**config.mk**
```make
export PLATFORM = sky130hd
export DESIGN_NAME = arsf_status
export DESIGN_NICKNAME = d
export VERILOG_FILES = /design/src/shared/arsf_pkg.sv /design/src/rtl/arsf_clk_monitor.sv /design/src/rtl/arsf_status.sv
export VERILOG_INCLUDE_DIRS = /design/src /design/src/shared
export SDC_FILE = /design/constraint.sdc
export NUM_CORES = 1
export LEC_CHECK = 0
export BUFFER_PORTS_ARGS = -buffer_cell sky130_fd_sc_hd__buf_2
export CAP_MARGIN = 20
export CORE_MARGIN = 5
export CORE_UTILIZATION = 40
export DETAILED_ROUTE_END_ITERATION = 7
export PLACE_DENSITY = 0.64
export SLEW_MARGIN = 20
export SYNTH_ARGS = -nofsm -noshare
export SYNTH_HDL_FRONTEND = slang
export SYNTH_SLANG_ARGS = --single-unit
```
**constraint.sdc**
```tcl
create_clock -name clk -period 4.8 [get_ports clk]
set_input_delay 1.44 -clock clk [delete_from_list [all_inputs] [get_ports clk]]
set_output_delay 1.44 -clock clk [all_outputs]
set_load 0.05 [all_outputs]
```
**src/shared/arsf_regs.svh**
```systemverilog
`ifndef ARSF_REGS_SVH
`define ARSF_REGS_SVH

// Register offsets
`define ARSF_ADDR_W            8
`define ARSF_OFS_STATUS        8'h00
`define ARSF_OFS_CTRL          8'h04
`define ARSF_OFS_RXBUF         8'h08
`define ARSF_OFS_TXBUF         8'h0c

// Status flag masks
`define ARSF_RX_ERROR_SUMMARY_MASK 32'h01000000
`define ARSF_RX_OVERREAD_MASK      32'h00800000
`define ARSF_RX_FRAME_START_MASK   32'h00400000
`define ARSF_RX_DATA_READY_MASK    32'h00200000
`define ARSF_RX_FINAL_SLOT_MASK    32'h00100000
`define ARSF_RX_CLOCK_FAIL_MASK    32'h00040000
`define ARSF_RX_UNEXP_SYNC_MASK    32'h00020000
`define ARSF_TX_UNDERRUN_MASK      32'h00000001

// Control fields
`define ARSF_SLOT_W            5
`define ARSF_SER_W             4
`define ARSF_CTRL_LAST_LSB     0
`define ARSF_CTRL_SER_LSB      8
`define ARSF_CTRL_MON_BIT      16
`define ARSF_CTRL_LAST_RESET   5'h01
`define ARSF_CTRL_SER_RESET    4'h1
`define ARSF_CTRL_MON_RESET    1'h0

// Bit clock monitor timing
`define ARSF_CLK_NS            50
`define ARSF_BCLK_MIN_NS       100
`define ARSF_BCLK_MAX_NS       2000
`define ARSF_BCLK_MIN_CYC      ((`ARSF_BCLK_MIN_NS + `ARSF_CLK_NS - 1) / `ARSF_CLK_NS)
`define ARSF_BCLK_MAX_CYC      (`ARSF_BCLK_MAX_NS / `ARSF_CLK_NS)
`define ARSF_MON_CNT_W         16

`endif

```
**src/shared/arsf_pkg.sv**
```systemverilog
`include "arsf_regs.svh"

package arsf_pkg;

   typedef struct packed {
      logic [`ARSF_ADDR_W-1:0] addr;
      logic [31:0]             wdata;
      logic                    wr;
      logic                    rd;
   } arsf_bus_s;

   typedef struct packed {
      logic        frame_sync;
      logic        word_valid;
      logic [31:0] word;
      logic        tx_load;
   } arsf_link_s;

   typedef struct packed {
      logic rx_error_summary;
      logic rx_overread_error;
      logic rx_frame_start;
      logic rx_data_ready;
      logic rx_final_slot;
      logic rx_clock_failure;
      logic rx_unexpected_sync;
      logic tx_underrun;
   } arsf_flags_s;

   typedef struct packed {
      arsf_flags_s             flags;
      logic [`ARSF_SLOT_W-1:0] last_slot;
      logic [`ARSF_SER_W-1:0]  ser_cnt;
      logic                    mon_en;
      logic [`ARSF_SLOT_W-1:0] slot_idx;
      logic                    synced;
      logic                    frame_done;
      logic [`ARSF_SER_W:0]    read_cnt;
      logic [31:0]             rx_buf;
      logic [31:0]             tx_buf;
      logic                    tx_full;
      logic [31:0]             rdata;
      logic                    dma_req;
   } arsf_state_s;

   typedef struct packed {
      logic                       prev;
      logic                       seen;
      logic [`ARSF_MON_CNT_W-1:0] cnt;
      logic                       fail;
   } arsf_mon_state_s;

endpackage : arsf_pkg

```
**src/rtl/arsf_clk_monitor.sv**
```systemverilog
`timescale 1ns/100ps
`include "arsf_regs.svh"

module arsf_clk_monitor #(
   parameter int MIN_CYC = `ARSF_BCLK_MIN_CYC,
   parameter int MAX_CYC = `ARSF_BCLK_MAX_CYC
) (
   input  wire logic clk,
   input  wire logic rst_n,
   input  wire logic enable,
   input  wire logic bit_clk,
   output logic      fail
);
   import arsf_pkg::*;

   localparam logic [`ARSF_MON_CNT_W-1:0] MIN_C = `ARSF_MON_CNT_W'(MIN_CYC);
   localparam logic [`ARSF_MON_CNT_W-1:0] MAX_C = `ARSF_MON_CNT_W'(MAX_CYC);

   arsf_mon_state_s st;
   arsf_mon_state_s next_st;
   logic            rise;

   assign rise = bit_clk && !st.prev;
   assign fail = st.fail;

   ////////////////////////////////////////////////////////////////////////////
   always_comb begin
      next_st      = st;
      next_st.prev = bit_clk;
      next_st.fail = 1'b0;
      if (!enable) begin
         next_st.seen = 1'b0;
         next_st.cnt  = '0;
      end else if (rise) begin
         // Period is cnt+1 cycles; too short means out of range
         if (st.seen && (st.cnt + 1'b1) < MIN_C) begin
            next_st.fail = 1'b1;
         end
         next_st.seen = 1'b1;
         next_st.cnt  = '0;
      end else if (st.seen && st.cnt == MAX_C) begin
         // Re-arm only on the next edge so a dead clock reports once
         next_st.fail = 1'b1;
         next_st.seen = 1'b0;
      end else if (st.cnt != MAX_C) begin
         next_st.cnt = st.cnt + 1'b1;
      end
   end

   always_ff @(posedge clk or negedge rst_n) begin
      if (!rst_n) begin
         st <= '0;
      end else begin
         st <= next_st;
      end
   end

   ////////////////////////////////////////////////////////////////////////////
   chk_clk_loss_flag: assert property (@(posedge clk) disable iff (!rst_n)
      enable && st.seen && !rise && st.cnt == MAX_C |=> fail)
      else $error("bit clock loss not reported");

endmodule : arsf_clk_monitor

```
**src/rtl/arsf_status.sv**
```systemverilog
// Notes on behaviour
// - Error summary bit is OR of unexpected sync, clock failure, overread flags
// - Overread flag sets on more data-port reads in a slot than receivers
// - Frame start flag sets on each new receive frame sync
// - Data ready flag sets when a received word lands in the buffer
// - Every data ready set also raises a DMA request pulse, unconditionally
// - Final slot flag sets with data ready when slot is last in frame
// - Unexpected sync flag sets when frame sync arrives before frame ends
// - Underrun flag sets when serializer loads an unrefilled transmit buffer
//
// Implementation choices: the register offsets and the strobed register port.
`timescale 1ns/100ps
`include "arsf_regs.svh"

module arsf_status #(
   parameter int MIN_CYC = `ARSF_BCLK_MIN_CYC,
   parameter int MAX_CYC = `ARSF_BCLK_MAX_CYC
) (
   input  wire logic                 clk,
   input  wire logic                 rst_n,
   input  wire arsf_pkg::arsf_bus_s  bus,
   output logic [31:0]               rdata,
   input  wire arsf_pkg::arsf_link_s link,
   input  wire logic                 rx_bit_clk,
   output logic [31:0]               tx_word,
   output logic                      rx_dma_req,
   output arsf_pkg::arsf_flags_s     flags
);
   import arsf_pkg::*;

   arsf_state_s st;
   arsf_state_s next_st;
   logic        clk_fail;
   logic        wr_status;
   logic        wr_ctrl;
   logic        wr_tx;
   logic        rd_rx;
   logic [31:0] clr;

   assign wr_status = bus.wr && bus.addr == `ARSF_OFS_STATUS;
   assign wr_ctrl   = bus.wr && bus.addr == `ARSF_OFS_CTRL;
   assign wr_tx     = bus.wr && bus.addr == `ARSF_OFS_TXBUF;
   assign rd_rx     = bus.rd && bus.addr == `ARSF_OFS_RXBUF;
   assign clr       = wr_status ? bus.wdata : 32'h0;

   assign rdata      = st.rdata;
   assign tx_word    = st.tx_buf;
   assign rx_dma_req = st.dma_req;
   assign flags      = st.flags;

   ////////////////////////////////////////////////////////////////////////////
   arsf_clk_monitor #(
      .MIN_CYC (MIN_CYC),
      .MAX_CYC (MAX_CYC)
   ) u_mon (
      .clk     (clk),
      .rst_n   (rst_n),
      .enable  (st.mon_en),
      .bit_clk (rx_bit_clk),
      .fail    (clk_fail)
   );

   ////////////////////////////////////////////////////////////////////////////
   function automatic arsf_flags_s clear_flags(arsf_flags_s f, logic [31:0] c);
      arsf_flags_s r;
      r = f;
      if ((c & `ARSF_RX_OVERREAD_MASK) != 32'h0) r.rx_overread_error = 1'b0;
      if ((c & `ARSF_RX_FRAME_START_MASK) != 32'h0) r.rx_frame_start = 1'b0;
      if ((c & `ARSF_RX_DATA_READY_MASK) != 32'h0) r.rx_data_ready = 1'b0;
      if ((c & `ARSF_RX_FINAL_SLOT_MASK) != 32'h0) r.rx_final_slot = 1'b0;
      if ((c & `ARSF_RX_CLOCK_FAIL_MASK) != 32'h0) r.rx_clock_failure = 1'b0;
      if ((c & `ARSF_RX_UNEXP_SYNC_MASK) != 32'h0) r.rx_unexpected_sync = 1'b0;
      if ((c & `ARSF_TX_UNDERRUN_MASK) != 32'h0) r.tx_underrun = 1'b0;
      return r;
   endfunction : clear_flags

   function automatic logic [31:0] status_word(arsf_flags_s f);
      logic [31:0] w;
      w = 32'h0;
      if (f.rx_error_summary) w = w | `ARSF_RX_ERROR_SUMMARY_MASK;
      if (f.rx_overread_error) w = w | `ARSF_RX_OVERREAD_MASK;
      if (f.rx_frame_start) w = w | `ARSF_RX_FRAME_START_MASK;
      if (f.rx_data_ready) w = w | `ARSF_RX_DATA_READY_MASK;
      if (f.rx_final_slot) w = w | `ARSF_RX_FINAL_SLOT_MASK;
      if (f.rx_clock_failure) w = w | `ARSF_RX_CLOCK_FAIL_MASK;
      if (f.rx_unexpected_sync) w = w | `ARSF_RX_UNEXP_SYNC_MASK;
      if (f.tx_underrun) w = w | `ARSF_TX_UNDERRUN_MASK;
      return w;
   endfunction : status_word

   ////////////////////////////////////////////////////////////////////////////
   always_comb begin
      logic [`ARSF_SER_W:0] base;
      base    = '0;
      next_st = st;
      // Clear first, then set, so a same-cycle event survives the clear
      next_st.flags   = clear_flags(st.flags, clr);
      next_st.dma_req = link.word_valid;
      next_st.rdata   = 32'h0;

      // Frame sync, taken before a word of the same cycle
      if (link.frame_sync) begin
         next_st.flags.rx_frame_start = 1'b1;
         if (st.synced && !st.frame_done) begin
            next_st.flags.rx_unexpected_sync = 1'b1;
         end
         next_st.slot_idx   = '0;
         next_st.synced     = 1'b1;
         next_st.frame_done = 1'b0;
      end

      // Received word moved into the buffer
      if (link.word_valid) begin
         next_st.rx_buf              = link.word;
         next_st.flags.rx_data_ready = 1'b1;
         if (next_st.slot_idx == st.last_slot) begin
            next_st.flags.rx_final_slot = 1'b1;
            next_st.slot_idx            = '0;
            next_st.frame_done          = 1'b1;
         end else begin
            next_st.slot_idx = next_st.slot_idx + 1'b1;
         end
      end

      // Data port reads counted per slot; a new word opens a new slot
      base = link.word_valid ? '0 : st.read_cnt;
      if (rd_rx) begin
         if (base >= {1'b0, st.ser_cnt}) begin
            next_st.flags.rx_overread_error = 1'b1;
         end
         if (base != {(`ARSF_SER_W+1){1'b1}}) begin
            base = base + 1'b1;
         end
      end
      next_st.read_cnt = base;

      // Transmit buffer refill and serializer load
      if (link.tx_load) begin
         if (!st.tx_full && !wr_tx) begin
            next_st.flags.tx_underrun = 1'b1;
         end
         next_st.tx_full = 1'b0;
      end
      if (wr_tx) begin
         next_st.tx_buf  = bus.wdata;
         next_st.tx_full = 1'b1;
      end

      if (clk_fail) begin
         next_st.flags.rx_clock_failure = 1'b1;
      end

      // Summary derived from the new flags so it never lags them
      next_st.flags.rx_error_summary = next_st.flags.rx_unexpected_sync
                                     | next_st.flags.rx_clock_failure
                                     | next_st.flags.rx_overread_error;

      if (wr_ctrl) begin
         next_st.last_slot = bus.wdata[`ARSF_CTRL_LAST_LSB +: `ARSF_SLOT_W];
         next_st.ser_cnt   = bus.wdata[`ARSF_CTRL_SER_LSB +: `ARSF_SER_W];
         next_st.mon_en    = bus.wdata[`ARSF_CTRL_MON_BIT];
      end

      if (bus.rd) begin
         unique case (bus.addr)
            `ARSF_OFS_STATUS: next_st.rdata = status_word(st.flags);
            `ARSF_OFS_CTRL: begin
               next_st.rdata[`ARSF_CTRL_LAST_LSB +: `ARSF_SLOT_W] = st.last_slot;
               next_st.rdata[`ARSF_CTRL_SER_LSB +: `ARSF_SER_W]   = st.ser_cnt;
               next_st.rdata[`ARSF_CTRL_MON_BIT]                  = st.mon_en;
            end
            `ARSF_OFS_RXBUF: next_st.rdata = st.rx_buf;
            `ARSF_OFS_TXBUF: next_st.rdata = st.tx_buf;
            default: next_st.rdata = 32'h0;
         endcase
      end
   end

   always_ff @(posedge clk or negedge rst_n) begin
      if (!rst_n) begin
         st           <= '0;
         st.last_slot <= `ARSF_CTRL_LAST_RESET;
         st.ser_cnt   <= `ARSF_CTRL_SER_RESET;
         st.mon_en    <= `ARSF_CTRL_MON_RESET;
      end else begin
         st <= next_st;
      end
   end

   ////////////////////////////////////////////////////////////////////////////
   // Checks
   chk_err_summary_or: assert property (@(posedge clk) disable iff (!rst_n)
      flags.rx_error_summary == (flags.rx_unexpected_sync | flags.rx_clock_failure
                                 | flags.rx_overread_error))
      else $error("error summary disagrees with its sources");

   chk_overread_set: assert property (@(posedge clk) disable iff (!rst_n)
      rd_rx && !link.word_valid && st.read_cnt >= {1'b0, st.ser_cnt}
      |=> flags.rx_overread_error)
      else $error("overread not flagged");

   chk_no_false_overread: assert property (@(posedge clk) disable iff (!rst_n)
      !flags.rx_overread_error && !(rd_rx && st.read_cnt >= {1'b0, st.ser_cnt})
      |=> !flags.rx_overread_error)
      else $error("overread flagged without cause");

   chk_frame_start_set: assert property (@(posedge clk) disable iff (!rst_n)
      link.frame_sync |=> flags.rx_frame_start)
      else $error("frame start not flagged");

   chk_data_ready_dma: assert property (@(posedge clk) disable iff (!rst_n)
      link.word_valid |=> flags.rx_data_ready && rx_dma_req)
      else $error("data ready or dma request missing");

   chk_dma_pulse_cause: assert property (@(posedge clk) disable iff (!rst_n)
      rx_dma_req |-> $past(link.word_valid) && flags.rx_data_ready)
      else $error("dma request without received word");

   chk_final_slot_set: assert property (@(posedge clk) disable iff (!rst_n)
      link.word_valid && !link.frame_sync && st.slot_idx == st.last_slot
      |=> flags.rx_final_slot && flags.rx_data_ready && st.slot_idx == '0)
      else $error("final slot not flagged");

   chk_unexp_sync_set: assert property (@(posedge clk) disable iff (!rst_n)
      link.frame_sync && st.synced && !st.frame_done |=> flags.rx_unexpected_sync)
      else $error("unexpected sync not flagged");

   chk_tx_underrun_set: assert property (@(posedge clk) disable iff (!rst_n)
      link.tx_load && !st.tx_full && !wr_tx |=> flags.tx_underrun)
      else $error("transmit underrun not flagged");

   chk_flag_sticky: assert property (@(posedge clk) disable iff (!rst_n)
      flags.rx_frame_start && (clr & `ARSF_RX_FRAME_START_MASK) == 32'h0
      |=> flags.rx_frame_start)
      else $error("frame start flag dropped without clear");

   chk_clkfail_latch: assert property (@(posedge clk) disable iff (!rst_n)
      clk_fail |=> flags.rx_clock_failure && flags.rx_error_summary)
      else $error("clock failure not latched");

   // Sticky flags may only fall through a software write of their mask
   chk_overread_sticky: assert property (@(posedge clk) disable iff (!rst_n)
      flags.rx_overread_error && (clr & `ARSF_RX_OVERREAD_MASK) == 32'h0
      |=> flags.rx_overread_error)
      else $error("overread flag dropped without clear");

   chk_ready_sticky: assert property (@(posedge clk) disable iff (!rst_n)
      flags.rx_data_ready && (clr & `ARSF_RX_DATA_READY_MASK) == 32'h0
      |=> flags.rx_data_ready)
      else $error("data ready flag dropped without clear");

   chk_underrun_sticky: assert property (@(posedge clk) disable iff (!rst_n)
      flags.tx_underrun && (clr & `ARSF_TX_UNDERRUN_MASK) == 32'h0
      |=> flags.tx_underrun)
      else $error("underrun flag dropped without clear");

   chk_sync_sticky: assert property (@(posedge clk) disable iff (!rst_n)
      flags.rx_unexpected_sync && (clr & `ARSF_RX_UNEXP_SYNC_MASK) == 32'h0
      |=> flags.rx_unexpected_sync)
      else $error("unexpected sync flag dropped without clear");

   chk_clkfail_sticky: assert property (@(posedge clk) disable iff (!rst_n)
      flags.rx_clock_failure && (clr & `ARSF_RX_CLOCK_FAIL_MASK) == 32'h0
      |=> flags.rx_clock_failure)
      else $error("clock failure flag dropped without clear");

   chk_ready_clear: assert property (@(posedge clk) disable iff (!rst_n)
      (clr & `ARSF_RX_DATA_READY_MASK) != 32'h0 && !link.word_valid
      |=> !flags.rx_data_ready)
      else $error("data ready flag not cleared");

   chk_start_clear: assert property (@(posedge clk) disable iff (!rst_n)
      (clr & `ARSF_RX_FRAME_START_MASK) != 32'h0 && !link.frame_sync
      |=> !flags.rx_frame_start)
      else $error("frame start flag not cleared");

   // A flag that rises needs its own cause in the cycle before
   chk_no_false_start: assert property (@(posedge clk) disable iff (!rst_n)
      !flags.rx_frame_start && !link.frame_sync |=> !flags.rx_frame_start)
      else $error("frame start flagged without sync");

   chk_no_false_ready: assert property (@(posedge clk) disable iff (!rst_n)
      !flags.rx_data_ready && !link.word_valid |=> !flags.rx_data_ready)
      else $error("data ready flagged without word");

   chk_dma_single: assert property (@(posedge clk) disable iff (!rst_n)
      !link.word_valid |=> !rx_dma_req)
      else $error("dma request longer than one cycle");

   chk_no_false_final: assert property (@(posedge clk) disable iff (!rst_n)
      !flags.rx_final_slot && !link.word_valid |=> !flags.rx_final_slot)
      else $error("final slot flagged without word");

   chk_final_with_ready: assert property (@(posedge clk) disable iff (!rst_n)
      $rose(flags.rx_final_slot) |-> flags.rx_data_ready)
      else $error("final slot flagged without data ready");

   chk_no_false_sync: assert property (@(posedge clk) disable iff (!rst_n)
      !flags.rx_unexpected_sync && !(link.frame_sync && st.synced && !st.frame_done)
      |=> !flags.rx_unexpected_sync)
      else $error("unexpected sync flagged without cause");

   chk_no_false_underrun: assert property (@(posedge clk) disable iff (!rst_n)
      !flags.tx_underrun && !(link.tx_load && !st.tx_full && !wr_tx)
      |=> !flags.tx_underrun)
      else $error("underrun flagged without cause");

   chk_no_false_clkfail: assert property (@(posedge clk) disable iff (!rst_n)
      !flags.rx_clock_failure && !clk_fail |=> !flags.rx_clock_failure)
      else $error("clock failure flagged without cause");

endmodule : arsf_status

```
==> reports/qor.yml, run 1 <==
placed_design:
  gp_congestion: 0.806
  place_area_um2: 7770
  dp.final_hpwl_mm: 11.9
  io_buffers: 152
drt:
  drtPass1Iterations: 5
  vias_per_cell: 5.09
  drtIter0Drc: 253
  drcViolationCount: 0
  avgRoutedWirePerCell_um: 17.9
  antenna_left: 0
  dr_total_vias: 4796
  wl_mm: 16.9
clocking:
  cts.hold.buffers_added: 0
  cts.repair.resized: 0
  numCtsBuffers: 17
  clockBufferDepth: 2
  cts_setup_buffers: 0
  insertion_delay_ps: 410
  cts.htree.levels: 4
  clk_pin_slew_ps: 60
  cts_tree: "yes"
  root_buffer: "clkbuf_16"
  cts_sinks: 147
logic_synthesis:
  avgSynthCellArea_um2: 11.8
  ys_types: 66
  synth_area_um2: 7430
  ys_seq_area_share_pct: 49.5
  synth_top_area_share_pct: 48.8
  synthArstFlopShare_pct: 100
  yosys-top-cells-area: "dfrtp_1 (49%), mux2_2 (7.7%), buf_4 (7.4%)"
  synthCells: 630
  synth_ff_type: "dfrtp_1"
  synth_warnings: 0
  yosysTopAreaCell: "dfrtp_1"
  synth_edf_count: 0
  mappedNetlistNets: 718
  ys_ff_latch: 147
power:
  power_mw: 2.98
  powerDensity_nw_per_um2: 355
  clockPowerShare_pct: 46.2
  power_leakage_nw: 4.05
  switchingPower_uw: 690
  combPwrFrac_pct: 9.3
  switching_share_pct: 23.2
  p_int_mw: 2.29
  ir_drop_mv: 0.198
  seqPwrFrac_pct: 44.5
sta:
  tightest_slew_ps: 883
  finClkSkew_ps: 5.24
  layout_worst_path_cycle_share_pct: 67.1
  rsz0062_at_grt: "false"
  drv_slew: 0
  fmax_ghz: 0.311
  period_minus_slack_ps: 3220
  fin_tns_setup_ps: 0
  final_hold_viol_count: 0
  setup_viol: 0
  max_slew_margin_pct: 41.1
flow_run:
  drv_cap: 0
cells_and_area:
  fillers: 1645
  n_antenna_cell: 0
  final_cell_area_um2: 8390
  layout.nets: 789
  utilization_pct: 46.2
  drive_gt1_share_pct: 40.8
  area_growth_syn_to_layout_pct: 12.9
floorplan:
  start_util_pct: 41.0
  ios: 153
  die_area_um2: 21400
  die_x_um: 146
  fp.dieH_um: 146
  row_count: 49
  coreArea_um2: 18100
grt:
  grt-ovfl-total: 0
  grt_pass1_wl_mm: 27.3
  track_usage_pct: 15.9
  antenna_found_initial: 2
  grt_max_degree: 112
  grt_pass1_vias: 5125
critical_path:
  slowest_stage: "buf_2"
  path_cells: "buf_2 > nand4_4 > or2_4 > a41oi_2 > mux2_1"
  crit_fanout: 31
  worstSetupEndpointType: "flop"
  arrival_ps: 3520
  start_kind: "input port"
  critPathKind: "in -> reg"
  slowest_delay_ps: 610
  cp.required_ps: 5100
run_status:
  status: "completed"
hold_path:
  hold_path.class: "reg -> reg"
through the flow:
| step | instances | setup WS, ps | hold WS (ps) |
|---|---|---|---|
| 2_1_floorplan | 630 | 1630 | 437 |
| 3_3_place_gp | 911 | 1190 | 452 |
| 3_5_place_dp | 911 | 1110 | 452 |
| 4_1_cts | 943 | 1540 | 467 |
| 5_1_grt | 943 | 1480 | 484 |
| 6_report | 943 | 1580 | 465 |
flip-flops by register name (all words and copies together), names as in the netlist:
name / count
rdata: 32
tx_word: 32
st: 55
rx_dma_req: 1
u_mon.fail: 1
flags: 8
u_mon.st: 18
layout make-up:
class / count / area, um2 / area share, %
clock buffers: 23 / 498 / 5.93
clock inverters: 9 / 125 / 1.49
inverters: 11 / 41.3 / 0.492
multi-input cells: 368 / 2960 / 35.3
flip-flops and latches: 147 / 3680 / 43.9
well taps: 229 / 287 / 3.41
repair buffers: 156 / 800 / 9.53
Yosys cell counts, types with 4 or more instances:
cell type,n
buf_4,73
nand2_1,33
mux2_4,29
mux2i_1,25
nand3_1,8
buf_1,6
nor2b_1,5
dfrtp_1,145
ha_1,8
mux2_2,51
nor2_1,79
and3_1,4
xor2_1,10
xnor2_1,15
a21o_1,6
a31oi_1,10
and4_1,4
buf_2,11
a22oi_1,9
inv_1,11
o21ai_0,5
nor3_1,8
clkbuf_1,7
nand4_1,7
power by group through the flow:
stage          combinational [mW]  clock (mW)  sequential [mW]
2_1_floorplan               0.199           0             1.34
3_3_place_gp                0.275           0             1.34
3_5_place_dp                0.281           0             1.35
4_1_cts                     0.282        1.41             1.32
5_1_grt                     0.303        1.46             1.33
6_report                    0.278        1.37             1.32
per-layer routing:
metal / part of all wire, % / wire length (um) / up-vias / global-route usage (%)
met5: 0.20 / 33 / - / 0
met4: 1.7 / 287 / 4 / 5.55
met3: 4.9 / 831 / 25 / 4.28
met2: 51 / 8570 / 126 / 27.3
met1: 42 / 7130 / 2402 / 19.4
li1: - / - / 2239 / -
worst paths after layout:
path	startpoint	endpoint	slack, ps	cells after the start
max	bus[37]	st[99]	1580	5
min	st[104]	st[104]	470	1
max reg2reg	u_mon.st[1]	u_mon.fail	2540	6
min reg2reg	st[104]	st[104]	470	1
max in group asynchronous	rst_n	st[115]	2780	2
min in group asynchronous	rst_n	tx_word[12]	1130	1
worst max-delay path, delay by kind of cell:
kind	cells	cell delay (ps)
multiplexers	1	340
AO/OA/AOI/OAI	1	210
AND/OR/NAND/NOR	2	910
buffers and inverters	1	610
cells by family (layout without fill, tap and decap cells):
family | Yosys count | count (layout) | share of synthesized area [%]
xor gates and xnor gates | 25 | 25 | 2.95
muxes | 107 | 107 | 17.4
adders and majority gates | 8 | 8 | 1.35
and+or+nand+nor | 176 | 176 | 12.6
buffers and inverters | 115 | 199 | 10.7
AOI/OAI and AO/OA | 52 | 52 | 5.55
DFF | 147 | 147 | 49.5
cell usage in the layout (no fill, tap or decap), types with 11 or more instances in the layout:
master	netlist	layout
mux2i_1	25	25
nor2_1	79	79
mux2_4	29	29
clkbuf_16	0	17
buf_2	11	151
mux2_2	51	51
dfrtp_1	145	145
inv_1	11	11
nand2_1	33	33
xnor2_1	15	15
(Power assumes the default switching activity.)
==> run 2, diff against run 1 <==
Settings changed: PLACE_DENSITY 0.64 to 0.67.
Clock period 4.8 ns to 2.9 ns, I/O delays scaled along.
==> run 2 against run 1 <==
Net effect: final cell count increased by 1.2%; sequential cell count is the same; combinational power is 68% higher; critical endpoint is now u_mon.fail; largest cell class unchanged; largest power group is now registers.
==> reports/qor.yml, run 2 (same netlist as run 1, synthesis figures left out) <==
run_status:
  status: "completed"
critical_path:
  r2r-start: "u_mon.st[1]"
  r2r_end: "u_mon.fail"
  rrSetupSlack_ps: 690  # -1850 ps
  arrival_ps: 2520  # -1000 ps
  cp.required_ps: 3210  # -1890 ps
  reg2reg_depth: 6  # unchanged
  start_kind: "flop"
  critPathKind: "reg -> reg"
  worstSetupEndpointType: "flop"
  crit_fanout: 6  # -81%
clocking:
  cts.hold.buffers_added: 0  # unchanged
  cts.repair.resized: 0  # unchanged
  cts_tree: "yes"
  cts_sinks: 147  # unchanged
  clockBufferDepth: 2  # unchanged
  clk_pin_slew_ps: 60  # about the same
  cts_setup_buffers: 0  # unchanged
  insertion_delay_ps: 420  # about the same
  numCtsBuffers: 17  # unchanged
  root_buffer: "clkbuf_16"
  cts.htree.levels: 4  # unchanged
grt:
  grt_max_degree: 60  # -46%
  track_usage_pct: 16.0  # +0.022 points
  grt_pass1_wl_mm: 27.0  # -1.1%
  grt-ovfl-total: 0  # unchanged
  antenna_found_initial: 3  # +1
  grt_pass1_vias: 4998  # -2.5%
sta:
  layout_worst_path_cycle_share_pct: 76.1
  rsz0062_at_grt: "false"
  max_slew_margin_pct: 48.3  # +7.2 points
  finClkSkew_ps: 9.53  # +4.29 ps
  final_hold_viol_count: 0  # unchanged
  period_minus_slack_ps: 2210
  setup_viol: 0  # unchanged
  tightest_slew_ps: 772  # -111 ps
  fmax_ghz: 0.453
  worst_hold_slack_ps: 363  # -102 ps
  drv_slew: 0  # unchanged
  fin_tns_setup_ps: 0  # unchanged
placed_design:
  io_buffers: 152  # unchanged
  gp_congestion: 0.868  # +7.7%
  placed_cells: 921  # +1.1%
  dp.final_hpwl_mm: 12.2  # +2.0%
drt:
  avgRoutedWirePerCell_um: 17.5  # -2.3%
  vias_per_cell: 5.02  # -1.3%
  drtIter0Drc: 178  # -30%
  drcViolationCount: 0  # unchanged
  drtPass1Iterations: 7  # +2
  wl_mm: 16.7  # -1.1%
  antenna_left: 0  # unchanged
  dr_total_vias: 4791  # -0.10%
power:
  power_leakage_nw: 4.08  # +0.67%
  clockPowerShare_pct: 44.2  # -2.0 points
  ir_drop_mv: 0.399  # +100%
  p_int_mw: 3.53  # +54%
  switchingPower_mw: 1.23  # +78%
  switching_share_pct: 25.8  # +2.6 points
  powerDensity_nw_per_um2: 563  # +59%
  combPwrFrac_pct: 9.8  # +0.5 points
  seqPwrFrac_pct: 46.0  # +1.5 points
cells_and_area:
  fillers: 1650  # +0.30%
  fin_cells: 954  # +1.2%
  largest_register_ffs: 55  # unchanged
  area_growth_syn_to_layout_pct: 13.7
  layout.nets: 799  # +1.3%
  drive_gt1_share_pct: 41.7  # +0.96 points
  top_register: "st"
  final_cell_mix: "buf_2 (151), dfrtp_1 (145), nor2_1 (79)"
  mostFrequentLayoutCell: "buf_2"
floorplan:
  die_area_um2: 21400  # unchanged
  fp.dieH_um: 146  # unchanged
  ios: 153  # unchanged
  coreArea_um2: 18100  # unchanged
  start_util_pct: 41.0  # unchanged
  die_x_um: 146  # unchanged
  row_count: 49  # unchanged
flow_run:
  drv_cap: 0  # unchanged
hold_path:
  hold_path.class: "in -> async"
-- run 2: cell count changes in the layout (fill, tap and decap cells not counted), sizes merged --
cell,previous run,this run
buf,155,166
inv,11,15
bufinv,3,0
clkbuf,24,21
clkinvlp,2,3
diode,0,1
-- run 2: through the flow --
stage / util (%) / setup slack (ps) / power, mW / area (um2)
detailed placement: 43.4 / 305 / 2.70 / 7880
global route: 46.6 / 435 / 4.96 / 8450
finish: 46.6 / 694 / 4.76 / 8450
global placement: 43.4 / 333 / 2.69 / 7880
floorplan: - / 300 / 2.54 / 7430
CTS: 46.6 / 676 / 4.81 / 8450
-- run 2: worst max-delay path, stage by stage, from the launching register on --
cell and delay (ps):
dfrtp_1 440, ha_1 280, nand4_1 170, nor4_2 410, mux2i_1 270, o2111ai_1 160, o41ai_2 370
-- run 2: worst max path at each step --
stage / from / cells past startpoint / to / slack [ps]
global placement: link[33] / 7 / flags[7] / 330
detailed placement: link[33] / 7 / flags[7] / 310
global route: u_mon.st[1] / 6 / u_mon.fail / 430
floorplan: link[33] / 8 / flags[7] / 300
CTS: u_mon.st[1] / 6 / u_mon.fail / 680
finish: u_mon.st[1] / 6 / u_mon.fail / 690
-- run 2: final cells by class --
type	instances	area (um2)	area share, %
inverters	11	41.3	0.488
multi-input cells	368	2960	35.0
diodes	1	2.50	0.0296
flip-flops and latches	147	3680	43.5
repair buffers	166	910	10.8
clock inverters	11	91.3	1.08
clock buffers	21	480	5.68
well taps	229	287	3.39
-- run 2: per-layer routing --
metal / track usage, % / routed length (um) / part of all wire [%] / up-vias
met5: 0 / 25 / 0.15 / -
met4: 5.13 / 300 / 1.8 / 4
met3: 5.33 / 1000 / 6.0 / 22
met2: 26.5 / 8210 / 49 / 126
met1: 19.7 / 7120 / 43 / 2376
li1: - / - / - / 2263
-- run 2: power by group through the flow --
stage	sequential, mW	combinational (mW)	clock [mW]
finish	2.19	0.467	2.10
global route	2.20	0.508	2.26
CTS	2.19	0.475	2.15
detailed placement	2.23	0.474	0
global placement	2.22	0.466	0
floorplan	2.21	0.329	0
